--- src/logic/dmc_pkg.sv ---
// Package with the mode register layout, encodings and timing constants of the DRAM mode control block.
package dmc_pkg;

    // Register placement and reset value.
    localparam logic [7:0]  MODE_OFFSET     = 8'h7c;
    localparam logic [31:0] MODE_RESET      = 32'h0000_0008;
    // Bits 31:30 read as zero and bits 19:11 are reserved, so neither is ever stored.
    localparam logic [31:0] MODE_WR_MASK    = 32'h3ff0_07ff;

    // Field positions inside the mode register.
    localparam int FORMAT_LSB    = 30;
    localparam int INIT_BIT      = 29;
    localparam int PDOWN_BIT     = 28;
    localparam int RETRY_BIT     = 27;
    localparam int OVERLAP_BIT   = 26;
    localparam int WR_AP_LSB     = 24;
    localparam int RD_AP_LSB     = 22;
    localparam int INTEG_LSB     = 20;
    localparam int LOWER_W       = 11;

    // Auto-precharge policy codes.
    typedef enum logic [1:0] {
        AP_SMART  = 2'h0,
        AP_ALWAYS = 2'h1,
        AP_NEVER  = 2'h2,
        AP_RSVD   = 2'h3
    } dmc_ap_t;

    // Data integrity mode codes.
    typedef enum logic [1:0] {
        INTEG_NONE     = 2'h0,
        INTEG_ECC72    = 2'h1,
        INTEG_CHIPFAIL = 2'h2,
        INTEG_RSVD     = 2'h3
    } dmc_integ_t;

    // Power-down exit time; the cycle count rounds up at the clock rate.
    localparam int CLK_PERIOD_NS = 20;
    localparam int PD_EXIT_NS    = 30;
    localparam int PD_EXIT_CYC   = (PD_EXIT_NS + CLK_PERIOD_NS - 1) / CLK_PERIOD_NS;

endpackage
--- src/logic/dmc_mode_ctrl.sv ---
// Upper mode register of the DRAM controller with power-down, retry, overlap, precharge and ECC mode control.
// How it works
// - The top two revision bits of the mode register ignore writes and always read zero.
// - The init-complete bit is a plain read/write flag reset to zero that the hardware only stores.
// - With dynamic power-down on, a row pair goes to power-down through its clock enable once all its banks are closed and no access waits for it.
// - An access to a powered-down row pair first brings that pair out of power-down.
// - With retry on, a read hit by a double-bit error is reissued exactly once, and with retry off never.
// - With overlap on, activates may be issued while a column command is outstanding, otherwise not.
// - The write precharge field selects intelligent, always or never auto-precharge, with code 11 reserved.
// - The read precharge field selects intelligent, always or never auto-precharge, with code 11 reserved.
// - The integrity field selects no ECC, 72-bit ECC or x4 chip-fail ECC, with code 11 reserved.
// - In no-ECC mode nothing is corrected and no ECC error reaches the first and next error logs.
// - Chip-fail ECC chosen on a single channel behaves as 72-bit ECC.
`timescale 1ns/1ps
module dmc_mode_ctrl #(
    parameter int NUM_PAIRS = 4,
    parameter int EXIT_CYC  = dmc_pkg::PD_EXIT_CYC
) (
    // Clock, reset and enable.
    input  wire logic                 clock,
    input  wire logic                 arst_n,
    input  wire logic                 ce,
    // Configuration access.
    input  wire logic                 cfg_wr_en,
    input  wire logic                 cfg_rd_en,
    input  wire logic [7:0]           cfg_addr,
    input  wire logic [3:0]           cfg_be,
    input  wire logic [31:0]          cfg_wdata,
    output logic      [31:0]          cfg_rdata,
    // Lower mode bits kept for the rest of the controller.
    output logic      [10:0]          lower_mode,
    // Channel setup.
    input  wire logic                 single_channel,
    // Row pair power-down.
    input  wire logic [NUM_PAIRS-1:0] pair_banks_idle,
    input  wire logic [NUM_PAIRS-1:0] pair_access_req,
    output logic      [NUM_PAIRS-1:0] pair_cke,
    output logic      [NUM_PAIRS-1:0] pair_ready,
    // Read completion and retry.
    input  wire logic                 rd_done,
    input  wire logic                 rd_ded,
    output logic                      retry_req,
    output logic                      read_hold,
    output logic                      ded_fatal,
    // Activate scheduling.
    input  wire logic                 act_req,
    input  wire logic                 col_busy,
    output logic                      act_grant,
    // Column command precharge decision.
    input  wire logic                 col_req,
    input  wire logic                 col_write,
    input  wire logic                 row_hit_pending,
    output logic                      ap_valid,
    output logic                      ap_flag,
    // ECC control and error logging.
    input  wire logic                 ecc_ce_evt,
    input  wire logic                 ecc_ue_evt,
    output logic      [1:0]           integ_mode,
    output logic                      ecc_correct_en,
    output logic                      log_ce,
    output logic                      log_ue
);

    logic rst_meta_r;
    logic rst_n;

    // The reset is released through two flip-flops so every flop leaves reset on the same edge.
    always_ff @(posedge clock or negedge arst_n) begin
        if (!arst_n) begin
            rst_meta_r <= 1'b0;
            rst_n      <= 1'b0;
        end else begin
            rst_meta_r <= 1'b1;
            rst_n      <= rst_meta_r;
        end
    end

    logic [31:0] dram_controller_mode_r;
    logic [31:0] dram_controller_mode_nxt;
    logic [31:0] cfg_rdata_r;
    logic [31:0] cfg_rdata_nxt;
    logic        addr_hit;

    assign addr_hit = (cfg_addr[7:2] == dmc_pkg::MODE_OFFSET[7:2]);

    // Register writes merge the enabled byte lanes; masked bits never store, so the revision stays zero.
    always_comb begin
        logic [31:0] merged;
        merged = dram_controller_mode_r;
        for (int b = 0; b < 4; b++) begin
            if (cfg_be[b]) begin
                merged[b*8 +: 8] = cfg_wdata[b*8 +: 8];
            end
        end
        dram_controller_mode_nxt = dram_controller_mode_r;
        if (cfg_wr_en && addr_hit) begin
            dram_controller_mode_nxt = merged & dmc_pkg::MODE_WR_MASK;
        end
        cfg_rdata_nxt = cfg_rdata_r;
        if (cfg_rd_en) begin
            cfg_rdata_nxt = addr_hit ? dram_controller_mode_r : 32'h0000_0000;
        end
    end

    // Register storage; read data is held until the next read.
    always_ff @(posedge clock or negedge rst_n) begin
        if (!rst_n) begin
            dram_controller_mode_r <= dmc_pkg::MODE_RESET;
            cfg_rdata_r            <= 32'h0000_0000;
        end else if (ce) begin
            dram_controller_mode_r <= dram_controller_mode_nxt;
            cfg_rdata_r            <= cfg_rdata_nxt;
        end
    end

    assign cfg_rdata  = cfg_rdata_r;
    assign lower_mode = dram_controller_mode_r[dmc_pkg::LOWER_W-1:0];

    // Field decode.
    logic            init_complete_flag;
    logic            pd_enable;
    logic            retry_en;
    logic            overlap_en;
    dmc_pkg::dmc_ap_t    wr_ap_policy;
    dmc_pkg::dmc_ap_t    rd_ap_policy;
    dmc_pkg::dmc_integ_t data_integrity_mode;
    dmc_pkg::dmc_integ_t integ_eff;
    logic            ecc_on;

    assign init_complete_flag  = dram_controller_mode_r[dmc_pkg::INIT_BIT];
    assign pd_enable           = dram_controller_mode_r[dmc_pkg::PDOWN_BIT];
    assign retry_en            = dram_controller_mode_r[dmc_pkg::RETRY_BIT];
    assign overlap_en          = dram_controller_mode_r[dmc_pkg::OVERLAP_BIT];
    assign wr_ap_policy        = dmc_pkg::dmc_ap_t'(dram_controller_mode_r[dmc_pkg::WR_AP_LSB +: 2]);
    assign rd_ap_policy        = dmc_pkg::dmc_ap_t'(dram_controller_mode_r[dmc_pkg::RD_AP_LSB +: 2]);
    assign data_integrity_mode = dmc_pkg::dmc_integ_t'(dram_controller_mode_r[dmc_pkg::INTEG_LSB +: 2]);

    // A single channel cannot spread a symbol over two channels, so chip-fail falls back to 72-bit ECC.
    always_comb begin
        integ_eff = data_integrity_mode;
        if (single_channel && data_integrity_mode == dmc_pkg::INTEG_CHIPFAIL) begin
            integ_eff = dmc_pkg::INTEG_ECC72;
        end
    end

    // The reserved integrity code is treated like no ECC, the safe reading of an illegal setting.
    assign ecc_on         = (integ_eff == dmc_pkg::INTEG_ECC72) || (integ_eff == dmc_pkg::INTEG_CHIPFAIL);
    assign integ_mode     = integ_eff;
    assign ecc_correct_en = ecc_on;

    // One sequencer per row pair.
    for (genvar g = 0; g < NUM_PAIRS; g++) begin : g_pair
        dmc_pair_pwr #(
            .EXIT_CYC (EXIT_CYC)
        ) u_pair (
            .clock      (clock),
            .rst_n      (rst_n),
            .ce         (ce),
            .pd_enable  (pd_enable),
            .banks_idle (pair_banks_idle[g]),
            .access_req (pair_access_req[g]),
            .cke_o      (pair_cke[g]),
            .ready_o    (pair_ready[g])
        );
    end

    logic retry_out_r;
    logic retry_out_nxt;
    logic retry_req_r;
    logic retry_req_nxt;
    logic ded_fatal_r;
    logic ded_fatal_nxt;
    logic ded_seen;

    // A double-bit error only exists while ECC is checking the data.
    assign ded_seen = rd_done && rd_ded && ecc_on;

    // The reissued read is the next completion; reads stay held meanwhile so a second retry cannot start.
    always_comb begin
        retry_out_nxt = retry_out_r;
        retry_req_nxt = 1'b0;
        ded_fatal_nxt = 1'b0;
        if (rd_done) begin
            if (retry_out_r) begin
                retry_out_nxt = 1'b0;
                ded_fatal_nxt = ded_seen;
            end else if (ded_seen && retry_en) begin
                retry_out_nxt = 1'b1;
                retry_req_nxt = 1'b1;
            end else begin
                ded_fatal_nxt = ded_seen;
            end
        end
    end

    // Retry state registers.
    always_ff @(posedge clock or negedge rst_n) begin
        if (!rst_n) begin
            retry_out_r <= 1'b0;
            retry_req_r <= 1'b0;
            ded_fatal_r <= 1'b0;
        end else if (ce) begin
            retry_out_r <= retry_out_nxt;
            retry_req_r <= retry_req_nxt;
            ded_fatal_r <= ded_fatal_nxt;
        end
    end

    assign retry_req = retry_req_r;
    assign read_hold = retry_out_r;
    assign ded_fatal = ded_fatal_r;

    // Overlap trades a little bus ordering for earlier row opens.
    assign act_grant = act_req && (overlap_en || !col_busy);

    logic             ap_valid_r;
    logic             ap_valid_nxt;
    logic             ap_flag_r;
    logic             ap_flag_nxt;
    dmc_pkg::dmc_ap_t ap_policy;

    // The reserved policy code falls to the intelligent choice.
    always_comb begin
        ap_policy    = col_write ? wr_ap_policy : rd_ap_policy;
        ap_valid_nxt = col_req;
        ap_flag_nxt  = 1'b0;
        if (col_req) begin
            unique case (ap_policy)
                dmc_pkg::AP_ALWAYS: ap_flag_nxt = 1'b1;
                dmc_pkg::AP_NEVER:  ap_flag_nxt = 1'b0;
                dmc_pkg::AP_SMART:  ap_flag_nxt = !row_hit_pending;
                dmc_pkg::AP_RSVD:   ap_flag_nxt = !row_hit_pending;
            endcase
        end
    end

    // Precharge decision registers.
    always_ff @(posedge clock or negedge rst_n) begin
        if (!rst_n) begin
            ap_valid_r <= 1'b0;
            ap_flag_r  <= 1'b0;
        end else if (ce) begin
            ap_valid_r <= ap_valid_nxt;
            ap_flag_r  <= ap_flag_nxt;
        end
    end

    assign ap_valid = ap_valid_r;
    assign ap_flag  = ap_flag_r;

    logic log_ce_r;
    logic log_ue_r;
    logic log_ce_nxt;
    logic log_ue_nxt;

    // Error events reach the logs only when ECC is active.
    always_comb begin
        log_ce_nxt = ecc_ce_evt && ecc_on;
        log_ue_nxt = ecc_ue_evt && ecc_on;
    end

    // Error log pulse registers.
    always_ff @(posedge clock or negedge rst_n) begin
        if (!rst_n) begin
            log_ce_r <= 1'b0;
            log_ue_r <= 1'b0;
        end else if (ce) begin
            log_ce_r <= log_ce_nxt;
            log_ue_r <= log_ue_nxt;
        end
    end

    assign log_ce = log_ce_r;
    assign log_ue = log_ue_r;
endmodule

--- src/logic/dmc_pair_pwr.sv ---
// Power-down sequencer for one pair of DRAM rows, driving its clock enable.
`timescale 1ns/1ps
module dmc_pair_pwr #(
    parameter int EXIT_CYC = dmc_pkg::PD_EXIT_CYC
) (
    // Clock, reset and enable.
    input  wire logic clock,
    input  wire logic rst_n,
    input  wire logic ce,
    // Control.
    input  wire logic pd_enable,
    input  wire logic banks_idle,
    input  wire logic access_req,
    // Pair state.
    output logic      cke_o,
    output logic      ready_o
);

    typedef enum logic [1:0] {
        PP_AWAKE = 2'b00,
        PP_DOWN  = 2'b01,
        PP_EXIT  = 2'b10
    } dmc_pp_state_t;

    dmc_pp_state_t state_r;
    dmc_pp_state_t state_nxt;
    logic [7:0]    cnt_r;
    logic [7:0]    cnt_nxt;
    logic          cke_r;
    logic          cke_nxt;

    // Next state: sleep only when every bank is closed and nothing waits for the pair.
    always_comb begin
        state_nxt = state_r;
        cnt_nxt   = cnt_r;
        cke_nxt   = cke_r;
        unique case (state_r)
            PP_AWAKE: begin
                if (pd_enable && banks_idle && !access_req) begin
                    state_nxt = PP_DOWN;
                    cke_nxt   = 1'b0;
                end
            end
            PP_DOWN: begin
                if (access_req || !pd_enable) begin
                    state_nxt = PP_EXIT;
                    cke_nxt   = 1'b1;
                    cnt_nxt   = 8'(EXIT_CYC - 1);
                end
            end
            PP_EXIT: begin
                if (cnt_r == 8'h00) begin
                    state_nxt = PP_AWAKE;
                end else begin
                    cnt_nxt = cnt_r - 8'h01;
                end
            end
            default: begin
                state_nxt = PP_AWAKE;
                cke_nxt   = 1'b1;
            end
        endcase
    end

    // State registers, frozen while the clock enable is low.
    always_ff @(posedge clock or negedge rst_n) begin
        if (!rst_n) begin
            state_r <= PP_AWAKE;
            cnt_r   <= 8'h00;
            cke_r   <= 1'b1;
        end else if (ce) begin
            state_r <= state_nxt;
            cnt_r   <= cnt_nxt;
            cke_r   <= cke_nxt;
        end
    end

    assign cke_o   = cke_r;
    assign ready_o = (state_r == PP_AWAKE);
endmodule

--- config.mk ---
export PLATFORM = sky130hd
export DESIGN_NAME = dmc_mode_ctrl
export DESIGN_NICKNAME = d
export VERILOG_FILES = /design/src/logic/dmc_pkg.sv /design/src/logic/dmc_mode_ctrl.sv /design/src/logic/dmc_pair_pwr.sv
export SDC_FILE = /design/constraint.sdc
export NUM_CORES = 1
export LEC_CHECK = 0
export ABC_AREA = 1
export ABC_CLOCK_PERIOD_IN_PS = 7300
export BUFFER_PORTS_ARGS = -buffer_cell sky130_fd_sc_hd__clkbuf_2
export CAP_MARGIN = 20
export CORE_MARGIN = 5
export CORE_UTILIZATION = 55
export CTS_CLUSTER_SIZE = 40
export DETAILED_ROUTE_END_ITERATION = 10
export PLACE_DENSITY = 0.82
export SYNTH_ARGS = -nofsm -noshare
export SYNTH_HDL_FRONTEND = slang
export SYNTH_SLANG_ARGS = --single-unit
export TNS_END_PERCENT = 100
--- constraint.sdc ---
create_clock -name clock -period 7.3 [get_ports clock]
set_input_delay 0.365 -clock clock [delete_from_list [all_inputs] [get_ports clock]]
set_output_delay 0.365 -clock clock [all_outputs]
set_load 0.02 [all_outputs]
# [Word level (Yosys, flattened, before mapping)]
# Index checks and enable logic that the tools add are counted.
[word_totals] wordCells=177 regBits=106 inputBits=67
[classes] eq_ne=31 n_reduce_logical=61 muxes=51 bitwise=4 add_sub_neg=4
[op_table] op="8-bit two-way mux" count=8
[op_table] op="8-bit one-hot mux with 2 select lines" count=4
[op_table] op="4-bit AND reduction" count=12
[op_table] op="8-bit logical NOT" count=4
[op_table] op="8-bit by 1-bit subtractor with 8-bit output (second input constant)" count=4
[op_table] op="30-bit two-way mux" count=1
[op_table] op="2-bit two-way mux" count=14
[op_table] op="2-bit one-hot mux with 3 select lines" count=4
[op_table] op="2-bit equality test (second input constant)" count=8
[op_table] op="1-bit logical AND" count=16
[op_table] op="2-bit by 1-bit != test with 1-bit output (second input constant)" count=8
[op_table] op="2-bit != test (second input constant)" count=8
[op_table] op="1-bit two-way mux" count=15
[op_table] op="1-bit one-hot mux with 3 select lines" count=5
[op_table] op="2-bit by 1-bit equality test with 1-bit output (second input constant)" count=6
[op_table] op="3-bit AND reduction" count=4
[op_table] op="2-bit logical NOT" count=5
[op_table] op="2-bit nonzero test" count=4
[op_table] op="1-bit logical NOT" count=7
[op_table] op="6-bit by 5-bit equality test with 1-bit output (second input constant)" count=1
[op_table] op="1-bit logical OR" count=6
[op_table] op="1-bit NOT" count=4
[op_table] op="2-bit AND reduction" count=2
[op_table] op="2-bit OR reduction" count=1

# [Depth between registers and ports, before layout]
[depth] depth_word=10 ltp_mapped=10

# [Modules after synthesis]
# A second synthesis with hierarchy kept.
[unflattened] cells_unflattened=672 area_unflattened_um2=5129.9
[modules_own_cells] mod="dmc_pair_pwr" n_inst=4 cells_per_inst=100 seq_area_each_um2=276.5 area_each_um2=699.4
[modules_own_cells] mod="dmc_mode_ctrl" n_inst=1 cells_per_inst=272 seq_area_each_um2=1277.5 area_each_um2=2332.2

# [Worst setup path before layout]
# No wires, ideal clock.
[synth_path] path_type="flip-flop to flip-flop" startpoint="reg g_pair[0].u_pair.cnt_r[0]" endpoint="reg g_pair[0].u_pair.state_r[1]" path_stages_with_launch=10 t_arrival_ps=1196 setup_time_ps=126 path_slack_ps=5978 n_path_buf=0 t_required_ps=7174 cell_sequence="dfrtp_1 -> inv_1 -> ha_1 -> nand2_1 -> nor2_1 -> nand2_4 -> nand2_2 -> nand2_2 -> nand2_4 -> o21ai_0"
[synth_between] elab_chain_cells=3
[synth_lines] element="start, declared" line_no="dmc_pair_pwr.sv:27" source="logic [7:0] cnt_r;"
[synth_lines] element="start signal, assigned" line_no="dmc_pair_pwr.sv:73" source="cnt_r <= cnt_nxt;"
[synth_lines] element="8-bit logical NOT" line_no="dmc_pair_pwr.sv:52" source="if (cnt_r == 8'h00) begin"
[synth_lines] element="2-bit by 1-bit != test with 1-bit output (no source line)"
[synth_lines] element="4-bit AND reduction (no source line)"
[synth_lines] element="end signal, assigned" line_no="dmc_pair_pwr.sv:72" source="state_r <= state_nxt;"
[synth_lines] element="end, declared" line_no="dmc_pair_pwr.sv:25" source="dmc_pp_state_t state_r;"
# Every way passes these cells.
# A chain may end at the register's enable or synchronous reset.

# [Worst setup path after layout]
[layout_path] startpoint="reg dram_controller_mode_r[20]" endpoint="out ecc_correct_en"
[layout_between] elab_chain_cells=5 word_cells_on_any_way=6 classes_between="eq/ne (3); mux (1); reduce/logical (2)"
[layout_lines] element="start, declared" line_no="dmc_mode_ctrl.sv:78" source="logic [31:0] dram_controller_mode_r;"
[layout_lines] element="start signal, assigned" line_no="dmc_mode_ctrl.sv:108" source="dram_controller_mode_r <= dmc_pkg::MODE_RESET;"
[layout_lines] element="start signal, assigned" line_no="dmc_mode_ctrl.sv:111" source="dram_controller_mode_r <= dram_controller_mode_nxt;"
[layout_lines] element="2-bit equality test" line_no="dmc_mode_ctrl.sv:141" source="if (single_channel && data_integrity_mode == dmc_pkg::INTEG_CHIPFAIL) begin"
[layout_lines] element="1-bit logical AND" line_no="dmc_mode_ctrl.sv:141"
[layout_lines] element="2-bit two-way mux *" line_no="dmc_mode_ctrl.sv:141"
[layout_lines] element="2-bit by 1-bit equality test with 1-bit output or 2-bit equality test (tied branches)" line_no="dmc_mode_ctrl.sv:147" source="assign ecc_on = (integ_eff == dmc_pkg::INTEG_ECC72) || (integ_eff == dmc_pkg::INTEG_CHIPFAIL);"
[layout_lines] element="1-bit logical OR *" line_no="dmc_mode_ctrl.sv:147"
[layout_lines] element="end, declared" line_no="dmc_mode_ctrl.sv:59" source="output logic ecc_correct_en,"
# Every way passes the cells marked *; elsewhere a longest branch is shown, timed or not.

==> impl_metrics.env <==
export IMPL_status="completed"
export IMPL_finalCritPeriodShare=0.244
export IMPL_postLayoutCoreUtil=0.636
export IMPL_clockPowerShare=0.172
export IMPL_die_x_um=107
export IMPL_ant_nets=0
export IMPL_power_density_nw_per_um2=325
export IMPL_drive_gt1_frac=0.225
export IMPL_coreArea_um2=9240
export IMPL_first_pass_iters=5
export IMPL_tns_ns=0
export IMPL_r2r_cells=7
export IMPL_finalWirelength_um=11100
export IMPL_cpMostUsedCell="inv_1"
export IMPL_fin_nets=824
export IMPL_wl_per_cell_um=12.6
export IMPL_grt_max_degree=84
export IMPL_dp_cells=863
export IMPL_relSlewSlack=0.466
export IMPL_cp_arrival_ns=1.42
export IMPL_ys_types=39
export IMPL_portBuffers=104
export IMPL_final_cells=881
export IMPL_finalHoldViolCount=0
export IMPL_antenna_cells=0
export IMPL_clk_pin_slew_ns=0.10
export IMPL_start_util=0.565
export IMPL_vias=4413
export IMPL_grt_pass1_vias=4358
export IMPL_drt_iter0_markers=269
export IMPL_synth_sequential_area_ratio=0.457
export IMPL_clkSinkCount=95
export IMPL_io_pins=129
export IMPL_rows=35
export IMPL_max_cap_violations=0
export IMPL_place_congestion=0.851
export IMPL_syn_cell_area_um2=5220
export IMPL_power_frac_comb=0.434
export IMPL_setup_viol=0
export IMPL_place_area_um2=5650
export IMPL_fmax_ghz=0.560
export IMPL_leakage_nw=3.19
export IMPL_ys_ff_latch=95
export IMPL_syn_inst=660
export IMPL_yosys_warnings=0
export IMPL_r2r_start="dram_controller_mode_r[28]"
export IMPL_cts_buffer_depth=2
export IMPL_grtUsageTotal=0.203
export IMPL_pre_cts_ws_ns=5.35
export IMPL_design_area_um2=5870
export IMPL_pwr_share_seq=0.394
export IMPL_finClkSkew_ns=0.0132
export IMPL_finalMaxSlewViolations=0
export IMPL_crit_chain="inv_1 > ha_1 > inv_1 > clkbuf_2"
export IMPL_drc_errors=0
export IMPL_num_fill_cells=805
export IMPL_place_hpwl_um=8250
export IMPL_cts_tree="yes"
export IMPL_numCtsBuffers=9
export IMPL_swShare=0.442
export IMPL_worstSetupStartpointType="flip-flop"
export IMPL_irDropWorstVdd_uv=130
export IMPL_p_int_w=0.00107
export IMPL_fin_crit_ns=1.78
export IMPL_antenna_found_initial=0
export IMPL_worst_pin_slew_ns=0.799
export IMPL_fin_ws_ns=5.52
export IMPL_switchingPower_w=0.000844
export IMPL_vias_per_cell=5.01
export IMPL_r2r_setup_slack_ns=5.75
export IMPL_grt_pass1_wl_um=19400
export IMPL_cts_htree_levels=3
export IMPL_crit_type="flip-flop to output pin"
export IMPL_synth_avg_cell_area_um2=7.91
export IMPL_cp_end_kind="output pin"
export IMPL_r2r_end="g_pair[3].u_pair.cnt_r[2]"
export IMPL_clock_latency_ns=0.36
export IMPL_max_stage_delay_ns=0.37
export IMPL_hp_class="flip-flop to asynchronous set/reset pin"
export IMPL_synthToLayoutAreaGrowth_pct=12.5
export IMPL_grt_overflow=0
export IMPL_crit_required_ns=6.93
export IMPL_cp_max_fo=4
export IMPL_fp_dieH_um=107
export IMPL_rsz0062_at_grt="false"
export IMPL_cp_slowest_cell="dfrtp_1"
export IMPL_root_buffer="clkbuf_8"
export IMPL_die_area_um2=11500
-- synth_stat cells --
library cell,count,area (um2)
nand3_4,2,35.0
or2_2,1,6.26
inv_6,1,8.76
nor2_4,8,90.1
nand4_2,1,12.5
o211ai_1,3,22.5
a21boi_0,1,7.51
nand3_1,40,200
nand3_2,2,20.0
a21o_1,1,7.51
a31oi_1,2,12.5
inv_2,6,22.5
o21ai_2,4,35.0
o21ai_0,31,155
buf_4,32,240
xnor2_1,4,35.0
o21a_1,1,7.51
nand4_1,12,75.1
nand2_2,7,43.8
buf_2,4,20.0
o31ai_1,18,135
dfrtp_1,90,2250
a21oi_1,8,40.0
xor2_1,3,26.3
nand2_4,3,33.8
nor2_1,62,233
conb_1,2,7.51
nor2_2,6,37.5
a22o_1,2,17.5
nand2_1,184,691
inv_1,85,319
o21ai_1,7,35.0
nand3b_1,1,7.51
nor3_1,4,20.0
a22oi_1,1,7.51
buf_6,3,33.8
dfstp_2,5,131
clkbuf_1,3,11.3
ha_1,10,125
-- flip-flops by register name (all words and copies together) (netlist names) --
name	cells
g_pair.u_pair.cnt_r	32
cfg_rdata	21
dram_controller_mode_r	21
g_pair.u_pair.state_r	8
g_pair.u_pair.cke_o	4
ap_flag	1
ap_valid	1
ded_fatal	1
log_ce	1
log_ue	1
read_hold	1
retry_req	1
rst_meta_r	1
rst_n	1
-- how the worst max path moves through the flow --
stage / depth (start not counted) / startpoint / end / slack, ns
after CTS: 4 / dram_controller_mode_r[20] / ecc_correct_en / 5.49
after global placement: 4 / ce / cfg_rdata[24] / 5.38
after global routing: 4 / dram_controller_mode_r[20] / ecc_correct_en / 5.43
after detailed placement: 4 / ce / cfg_rdata[20] / 5.35
final: 4 / dram_controller_mode_r[20] / ecc_correct_en / 5.52
after floorplan: 0 / rst_n / ap_flag / 4.47
-- cell usage in the layout, fill, tap and decap left out, types with 4 or more instances in the layout --
cell        n
nor2_1     62
inv_2       6
clkbuf_8    9
nand3_1    40
nand2_2     7
a21oi_1     8
nor2_4      8
clkbuf_2  104
conb_1     12
inv_1      85
o21ai_2     4
nand4_1    12
dfstp_2     5
ha_1       10
nand2_1   184
o21ai_1     7
nor3_1      4
o31ai_1    18
o21ai_0    31
nor2_2      6
xnor2_1     4
dfrtp_1    89
-- cell families (layout without fill, tap and decap cells) --
family,after synthesis,after routing,synth area share
flops,95,95,0.457
other cells,2,12,0.00144
buf+inv,134,216,0.126
xor+xnor,7,7,0.0117
simple gates,333,333,0.288
compound gates,79,79,0.0925
fa+ha+maj,10,10,0.0240
-- metal layers --
metal | track usage | part of all wire
met1 | 0.262 | 0.44
met5 | 0 | 0
met2 | 0.342 | 0.48
met3 | 0.0564 | 0.072
met4 | 0.0469 | 0.010
-- final cells by class --
cell class / instances / area [um2] / share of cell area
inverters: 92 / 350 / 0.0597
multi-input cells: 441 / 2220 / 0.378
clock buffers: 10 / 128 / 0.0217
flip-flops and latches: 95 / 2390 / 0.406
clock inverters: 6 / 53.8 / 0.00916
well taps: 129 / 161 / 0.0275
repair buffers: 108 / 573 / 0.0976
-- per-stage QoR --
step / power (W) / hold slack [ns]
finish: 0.00191 / 0.151
global route: 0.00209 / 0.169
CTS: 0.00192 / 0.161
detailed placement: 0.00159 / 0.152
global placement: 0.00154 / 0.149
floorplan: 0.00145 / 0.0694
-- worst max-delay path, delay by kind of cell, from the launching register on --
kind | cells | cell delay [ns]
fa+ha+maj | 1 | 0.28
buf+inv | 3 | 0.41
flops | 1 | 0.37
-- power by group through the flow --
stage                     clock network, W  registers [W]  logic [W]
after floorplan                          0       0.000746   0.000703
after global placement                   0       0.000756   0.000785
final                             0.000329       0.000753   0.000829
after global routing              0.000361       0.000772   0.000958
after CTS                         0.000336       0.000752   0.000831
after detailed placement                 0       0.000761   0.000825
-- what timing repair did --
action	4_1_cts	5_1_grt
hold buffers	1	0
setup buffers	0	0
gates resized for setup	0	0
endpoints found under the hold margin	2	0
Power figures use the tool's default switching activity.
